### src/xcd_pkg.sv
// Purpose: Shared constants for the crystal clock divider and tuning block.
// Assumes: clk_i is the crystal oscillator clock itself.
// Notes: Tuning fields and band encodings are used by the top; the bench imports them but uses literals.
package xcd_pkg;

  // ---------------------------------------------------------------
  // Divider figures
  // ---------------------------------------------------------------
  localparam int unsigned XCD_HOST_DIV = 3;
  localparam int unsigned XCD_DIG_DIV = 16;
  localparam logic [1:0] XCD_HOST_LAST = 2'h2;
  localparam logic [3:0] XCD_DIG_LAST = 4'hf;

  // ---------------------------------------------------------------
  // Field widths
  // ---------------------------------------------------------------
  localparam int unsigned XCD_PART_W = 13;
  localparam int unsigned XCD_WORD_W = 14;
  localparam int unsigned XCD_LIMIT_W = 6;
  localparam int unsigned XCD_BITCNT_W = 9;
  localparam int unsigned XCD_DIVIDER_W = 22;
  localparam int unsigned XCD_SYNC_W = 3;

  // ---------------------------------------------------------------
  // Synchroniser bit positions
  // ---------------------------------------------------------------
  localparam int unsigned XCD_SYNC_XTO = 0;
  localparam int unsigned XCD_SYNC_UPPER = 1;
  localparam int unsigned XCD_SYNC_LOWER = 2;

  // ---------------------------------------------------------------
  // Synthesizer divider, in units of 1/32768
  // ---------------------------------------------------------------
  localparam logic [7:0] XCD_BASE2_LOW = 8'h31;
  localparam logic [7:0] XCD_BASE2_MID = 8'h41;
  localparam logic [7:0] XCD_BASE2_HIGH = 8'h81;
  localparam logic [XCD_DIVIDER_W-1:0] XCD_FRAC_OFFSET2 = 22'h000029;
  localparam int unsigned XCD_FRAC_SHIFT = 14;

  // ---------------------------------------------------------------
  // Reset values
  // ---------------------------------------------------------------
  localparam logic [1:0] XCD_HOST_CNT_RST = 2'h0;
  localparam logic [3:0] XCD_DIG_CNT_RST = 4'h0;
  localparam logic [XCD_BITCNT_W-1:0] XCD_BITCNT_RST = 9'h000;
  localparam logic [XCD_WORD_W-1:0] XCD_WORD_RST = 14'h0000;
  localparam logic [XCD_DIVIDER_W-1:0] XCD_DIVIDER_RST = 22'h000000;

  typedef enum logic [1:0] {
    XCD_RANGE0,
    XCD_RANGE1,
    XCD_RANGE2,
    XCD_RANGE3
  } xcd_range_type;

endpackage

### src/xcd_top.sv
// Purpose: Host clock, digital cycle, bit cycle, tuning word and host reset logic.
// Assumes: clk_i is the oscillator; status pins are asynchronous, config is local.
// Notes: The host clock uses a falling-edge flop to reach half-cycle resolution.
`timescale 1ns/1ps

module xcd_top (
  input wire logic clk_i, // Oscillator clock.
  input wire logic resetn_i, // Asynchronous reset, active low.
  input wire logic xto_ok_i, // Amplitude detector output, asynchronous.
  input wire logic supply_output_upper_ok_i, // Supply above upper threshold.
  input wire logic supply_output_lower_ok_i, // Supply above lower threshold.
  input wire logic host_clk_enable_i, // Host clock enable bit.
  input wire logic idle_mode_i, // Idle operating mode.
  input wire logic sleep_mode_i, // Sleep operating mode.
  input wire logic [1:0] baud_range_select_i, // Baud range 0 to 3.
  input wire logic [xcd_pkg::XCD_LIMIT_W-1:0] bit_limit_factor_i, // Limit factor.
  input wire logic [xcd_pkg::XCD_PART_W-1:0] tuning_part_low_i, // Low tuning part.
  input wire logic [xcd_pkg::XCD_PART_W-1:0] tuning_part_high_i, // High tuning part.
  input wire logic band_select_bit_i, // Band select bit.
  input wire logic band_select_pin_i, // Band pin, high for the lower bands.
  output logic host_clk_o, // Divide-by-three host clock.
  output logic host_reset_n_o, // Host reset, active low.
  output logic digital_cycle_o, // One-cycle pulse every 16 clocks.
  output logic derived_bit_cycle_o, // One-cycle pulse per bit cycle.
  output logic [xcd_pkg::XCD_WORD_W-1:0] tuning_word_o, // Summed tuning word.
  output logic [xcd_pkg::XCD_DIVIDER_W-1:0] synth_divider_o, // Divider times 32768.
  output logic load_cap_reduce_o, // Partial load capacitor disconnect.
  output logic serial_if_enable_o // Serial interface accepted.
);
  import xcd_pkg::*;

  // ---------------------------------------------------------------
  // Input synchronisers
  // ---------------------------------------------------------------
  logic [XCD_SYNC_W-1:0] async_in;
  logic [XCD_SYNC_W-1:0] sync1_r;
  logic [XCD_SYNC_W-1:0] sync2_r;
  logic xto_ok_s;
  logic upper_ok_s;
  logic lower_ok_s;

  assign async_in = {supply_output_lower_ok_i, supply_output_upper_ok_i, xto_ok_i};

  genvar gi;
  generate
    for (gi = 0; gi < XCD_SYNC_W; gi++) begin : g_sync
      always_ff @(posedge clk_i or negedge resetn_i) begin
        if (!resetn_i) begin
          sync1_r[gi] <= 1'b0;
          sync2_r[gi] <= 1'b0;
        end else begin
          sync1_r[gi] <= async_in[gi];
          sync2_r[gi] <= sync1_r[gi];
        end
      end
    end
  endgenerate

  assign xto_ok_s = sync2_r[XCD_SYNC_XTO];
  assign upper_ok_s = sync2_r[XCD_SYNC_UPPER];
  assign lower_ok_s = sync2_r[XCD_SYNC_LOWER];

  // ---------------------------------------------------------------
  // Host clock divider
  // ---------------------------------------------------------------
  logic [1:0] host_cnt_r;
  logic [1:0] host_cnt_nxt;
  logic host_run;
  logic host_pos_r;
  logic host_neg_r;

  // The enable is sampled here, so the last high phase can be cut short.
  assign host_run = xto_ok_s && host_clk_enable_i && lower_ok_s;
  assign host_cnt_nxt = (!host_run || host_cnt_r == XCD_HOST_LAST) ?
                        XCD_HOST_CNT_RST : host_cnt_r + 2'h1;

  always_ff @(posedge clk_i or negedge resetn_i) begin
    if (!resetn_i) begin
      host_cnt_r <= XCD_HOST_CNT_RST;
      host_pos_r <= 1'b0;
    end else begin
      host_cnt_r <= host_cnt_nxt;
      host_pos_r <= host_run && (host_cnt_nxt == XCD_HOST_CNT_RST);
    end
  end

  // A half-cycle stretch turns a one-in-three pulse into a 1.5 cycle high phase.
  always_ff @(negedge clk_i or negedge resetn_i) begin
    if (!resetn_i) begin
      host_neg_r <= 1'b0;
    end else begin
      host_neg_r <= host_pos_r && host_run;
    end
  end

  assign host_clk_o = host_pos_r | host_neg_r;

  // ---------------------------------------------------------------
  // Digital cycle and bit cycle
  // ---------------------------------------------------------------
  logic [3:0] dig_cnt_r;
  logic [XCD_BITCNT_W-1:0] bit_cnt_r;
  logic [XCD_BITCNT_W-1:0] bit_target;
  logic [XCD_LIMIT_W-1:0] limit_eff;
  logic dig_tick;

  // A zero limit factor would give a zero target and fire on every digital cycle, so it is run as one.
  assign limit_eff = (bit_limit_factor_i == '0) ? {{(XCD_LIMIT_W-1){1'b0}}, 1'b1} :
                     bit_limit_factor_i;
  assign bit_target = XCD_BITCNT_W'({3'h0, limit_eff} <<
                      (2'h3 - baud_range_select_i));
  assign dig_tick = xto_ok_s && (dig_cnt_r == XCD_DIG_LAST);

  always_ff @(posedge clk_i or negedge resetn_i) begin
    if (!resetn_i) begin
      dig_cnt_r <= XCD_DIG_CNT_RST;
      digital_cycle_o <= 1'b0;
    end else if (!xto_ok_s) begin
      dig_cnt_r <= XCD_DIG_CNT_RST;
      digital_cycle_o <= 1'b0;
    end else begin
      dig_cnt_r <= dig_cnt_r + 4'h1;
      digital_cycle_o <= dig_tick;
    end
  end

  always_ff @(posedge clk_i or negedge resetn_i) begin
    if (!resetn_i) begin
      bit_cnt_r <= XCD_BITCNT_RST;
      derived_bit_cycle_o <= 1'b0;
    end else if (!xto_ok_s) begin
      bit_cnt_r <= XCD_BITCNT_RST;
      derived_bit_cycle_o <= 1'b0;
    end else if (dig_tick) begin
      if (bit_cnt_r + 9'h001 >= bit_target) begin
        bit_cnt_r <= XCD_BITCNT_RST;
        derived_bit_cycle_o <= 1'b1;
      end else begin
        bit_cnt_r <= bit_cnt_r + 9'h001;
        derived_bit_cycle_o <= 1'b0;
      end
    end else begin
      derived_bit_cycle_o <= 1'b0;
    end
  end

  // ---------------------------------------------------------------
  // Tuning word and synthesizer divider
  // ---------------------------------------------------------------
  logic [XCD_WORD_W-1:0] tuning_nxt;
  logic [7:0] base2;

  assign tuning_nxt = {1'b0, tuning_part_low_i} + {1'b0, tuning_part_high_i};
  // Out-of-range words are passed on; keeping 3803 to 4053 is the host's job.
  always_comb begin
    if (!band_select_pin_i) begin
      base2 = XCD_BASE2_HIGH;
    end else if (band_select_bit_i) begin
      base2 = XCD_BASE2_LOW;
    end else begin
      base2 = XCD_BASE2_MID;
    end
  end

  always_ff @(posedge clk_i or negedge resetn_i) begin
    if (!resetn_i) begin
      tuning_word_o <= XCD_WORD_RST;
      synth_divider_o <= XCD_DIVIDER_RST;
    end else begin
      tuning_word_o <= tuning_nxt;
      synth_divider_o <= (XCD_DIVIDER_W'(base2) << XCD_FRAC_SHIFT) +
                         XCD_DIVIDER_W'({tuning_nxt, 1'b0}) + XCD_FRAC_OFFSET2;
    end
  end

  // ---------------------------------------------------------------
  // Host reset, load capacitors and serial interface gate
  // ---------------------------------------------------------------
  always_ff @(posedge clk_i or negedge resetn_i) begin
    if (!resetn_i) begin
      host_reset_n_o <= 1'b0;
    end else if (!lower_ok_s || !xto_ok_s) begin
      host_reset_n_o <= 1'b0;
    end else if (upper_ok_s) begin
      host_reset_n_o <= 1'b1;
    end
  end

  always_ff @(posedge clk_i or negedge resetn_i) begin
    if (!resetn_i) begin
      load_cap_reduce_o <= 1'b0;
      serial_if_enable_o <= 1'b0;
    end else begin
      load_cap_reduce_o <= idle_mode_i || sleep_mode_i;
      serial_if_enable_o <= lower_ok_s;
    end
  end

  // Clocks since the last digital pulse; a long repetition would be costly to unroll.
  logic [4:0] dig_gap_r;
  logic dig_seen_r;

  always_ff @(posedge clk_i or negedge resetn_i) begin
    if (!resetn_i) begin
      dig_gap_r <= 5'h00;
      dig_seen_r <= 1'b0;
    end else if (!xto_ok_s) begin
      dig_gap_r <= 5'h00;
      dig_seen_r <= 1'b0;
    end else if (digital_cycle_o) begin
      dig_gap_r <= 5'h01;
      dig_seen_r <= 1'b1;
    end else if (dig_gap_r != 5'h1f) begin
      dig_gap_r <= dig_gap_r + 5'h01;
    end
  end
endmodule // xcd_top

### config.mk
export PLATFORM = sky130hd
export DESIGN_NAME = xcd_top
export DESIGN_NICKNAME = d
export VERILOG_FILES = /design/src/xcd_pkg.sv /design/src/xcd_top.sv
export SDC_FILE = /design/constraint.sdc
export NUM_CORES = 1
export LEC_CHECK = 0
export BUFFER_PORTS_ARGS = -buffer_cell sky130_fd_sc_hd__buf_2
export CORE_AREA = 4 4 83 85
export CTS_CLUSTER_SIZE = 40
export DETAILED_ROUTE_END_ITERATION = 8
export DIE_AREA = 0 0 87 89
export PLACE_DENSITY = 0.77
export REMOVE_ABC_BUFFERS = 1
export SETUP_SLACK_MARGIN = 0.05
export SYNTH_ARGS = -nofsm -noshare
export SYNTH_HDL_FRONTEND = slang
export SYNTH_SLANG_ARGS = --single-unit
### constraint.sdc
create_clock -name clk_i -period 3.04 [get_ports clk_i]
set_input_delay 0.456 -clock clk_i [delete_from_list [all_inputs] [get_ports clk_i]]
set_output_delay 0.456 -clock clk_i [all_outputs]
set_load 0.05 [all_outputs]
==> run summary <==
Outcome - completed
Core Box Area - 6200 µm²
Count of unresolved DRC violations after routing - 0
Max_slew headroom - 53.5%
Total count of max-transition violations in the final report - 0
# H-tree levels - 3
Antenna diode instance count - 0
Detailed-placement wirelength estimate - 4780 µm
Cell type with the highest aggregate area in the netlist - dfrtp_1
Hold violation count in the final report - 0
Synthesis-stage register bit count - 59
Post-synthesis cell type count - 51
Synth Instances - 279
RSZ-0062 raised after global routing - true
I/O pin count - 86
Worst-skew pair later-pin latency - 0.33 ns
Final estimated routing congestion in global placement - 0.799
Synth warnings - 0
Starting Density - 50.1%
Wire length of the first global-routing pass - 10200 µm
Critical path data required time - 2.58 ns
CP Cell Sequence - or2_4 > buf_8
Overall power of the completed layout - 2.43 mW
Grt ovf - 0
Wire length per cell - 13.7 µm
Total length of routed met3 wires - 283 µm
Die Wd - 87 µm
LEAKAGE - 1.99 nW
Area taken by flip-flops and latches - 1480 µm²
Number of clock sinks - 59
Internal power summed over all cells - 1.49 mW
Capturing element type of the critical path - output pin
Ratio of total power to cell area - 628 nW/µm²
Largest buffer count on any clock path - 2
WP data arrival - 2.54 ns
Number of nets in the layout - 445
Critical path's largest stage delay - 0.33 ns
Number of antenna violations at the first check in global routing - 0
Number of buffer and inverter instances along the worst setup path - 1
Count of filler cells inserted in the layout - 511
Ranking of synthesized cells by area - dfrtp_1, ha_1, xnor2_1
Port Buffer Count - 83
Via count of the first global-routing pass - 2382
Clk network pwr share - 28.7%
Pin count of the biggest net entering global routing - 59
Portion of synthesized cell area occupied by the leading cell type - 46.7%
Measured slew at the worst slew-check pin - 0.697 ns
Post-Syn Area per Cell - 11.1 µm²
Number of vias per cell after detailed routing - 5.14
Critical-path cell with the highest stage delay - dfrtn_1
Total via count after detailed routing - 2343
Clock edge transition at the registers on the reported setup and hold paths - 0.07 ns
Worst hold path class - primary input to flop
Max capacitance violation total - 0
Full die area - 7740 µm²
Relative contribution of sequential cells to total power - 37.7%
Placement row count - 29
Global-route usage over all layers - 17.0%
Area added between synthesis and finish - 24.8%
Remaining number of nets flagged by the antenna check after routing - 0
Largest clock skew in the final design - 0.0103 ns
Root buf cell - clkbuf_8
Net switching power figure - 0.940 mW
Multi-input logic area - 1570 µm²
Worst hold slack across all endpoints - 0.232 ns
Clock tree from TritonCTS - yes
Number of hold buffers added after cts - 0
Top routing layer in use - met4
Chip height - 89 µm
Net switching fraction of the power - 38.6%
Critical path class - flop to output pin
Crit path launch type - flop
EDFF count, synth - 0
Layout cells sized above 1 - 34.6%
Combined area of all synthesized cells - 3110 µm²
Final WL - 6230 µm
Combinational group share of total power - 33.6%
Metal-1 WL - 2340 µm
Num CTS Buffers - 9
Ys async rst share - 100%
Maximum fanout along the worst path - 1
Met2 layer wire length in the routed design - 3520 µm
Proportion of synthesized chip area in sequential cells - 47.5%
Worst vdd ir - 326 µV
Top flip-flop cell by instance count after synthesis - dfrtp_1
Critical path's top delay family - flip-flops
Detailed Route Iter0 Violations - 30
Drt first pass iters - 4
Final setup violation count - 0
layer usage:
metal / global-route usage (%) / vias up
met5: 0 / -
met4: 8.22 / 0
met3: 4.24 / 8
met2: 32.2 / 49
met1: 17.2 / 1112
li1: - / 1174
flip-flops by register name (all words and copies together), names as in the netlist, 2 cells and up:
name             count
synth_divider_o     19
host_cnt_r           2
tuning_word_o       12
bit_cnt_r            9
sync1_r              3
dig_cnt_r            4
cell type report:
type | count | share of cell area (%)
clock inverter | 7 | 1.94
tap | 77 | 2.49
timing repair buffer | 93 | 13.0
multi-input combinational | 202 | 40.4
clock buffer | 9 | 3.20
inverter | 9 | 0.872
sequential | 59 | 38.1
cell usage after synthesis (all sizes together) (6+ instances only):
library cell   n
xor2          10
buf            8
a31oi          8
o21ai          8
a21o           9
and2           9
a21oi         13
xnor2         20
nand2         12
nor3           6
nand3         13
dfrtp         58
ha            26
nor2          14
and3           8
inv            9
through the flow:
stage	cell area [µm²]	util (%)	setup WS [ns]	TNS, ns	cells
6_report	3880	62.5	0.0395	0	456
4_1_cts	3830	61.8	0.0246	0	454
3_3_place_gp	3620	58.4	-0.0491	-0.146	438
5_1_grt	3880	62.5	0.00659	0	456
2_1_floorplan	3050	-	-0.561	-4.57	270
3_5_place_dp	3620	58.4	-0.163	-0.799	438
final timing paths:
kind | start | to | slack [ns] | depth (start not counted)
setup / recovery | host_neg_r | host_clk_o | 0.04 | 2
hold / removal | supply_output_lower_ok_i | sync1_r[2] | 0.23 | 1
setup reg to reg | bit_cnt_r[2] | bit_cnt_r[6] | 0.43 | 11
hold reg to reg | sync1_r[0] | xto_ok_s | 0.36 | 0
max in group asynchronous | resetn_i | host_neg_r | 1.59 | 1
min in group asynchronous | resetn_i | synth_divider_o[20] | 0.30 | 2
power groups by stage:
stage / clock, mW / sequential [mW] / combinational, mW
after detailed placement: 0 / 0.934 / 0.819
after global placement: 0 / 0.933 / 0.804
after CTS: 0.721 / 0.920 / 0.822
after floorplan: 0 / 1.28 / 0.245
final: 0.699 / 0.916 / 0.817
after global routing: 0.763 / 0.927 / 0.871
cell families (layout without fill, tap and decap cells):
group	count (synthesis)	after routing	share of synthesized area (%)
AND/OR/NAND/NOR	77	77	13.5
flip-flops	59	59	47.5
AO/OA/AOI/OAI	58	58	13.6
XOR/XNOR	30	30	8.70
adder cells (fa/ha/maj)	27	27	11.1
buffers and inverters	19	118	2.98
multiplexers	7	7	2.42
other	2	3	0.242
cells in the final DEF, fill, tap and decap left out, types with 3 or more instances in the layout:
cell type and instances:
and2_1 7, nand2_1 12, inv_1 9, nor3_1 6, nand2b_1 4, a21oi_1 12
mux2_2 4, clkinvlp_4 3, buf_2 82, a21o_1 9, nor2_1 14, ha_1 26
a22o_1 5, o21bai_1 3, nand3_1 13, and3_1 5, mux2i_1 3, clkbuf_8 9
xnor2_1 19, a31oi_1 7, xor2_1 10, buf_4 9, o21ai_0 5, dfrtp_1 58
conb_1 3
what timing repair did:
action	4_1_cts	5_1_grt
resized for setup	4	5
buffers inserted	0	1
setup endpoints to repair	1	4
cloned	0	1
pin swaps	0	3
Note: power is estimated with default switching activity, not from simulation.
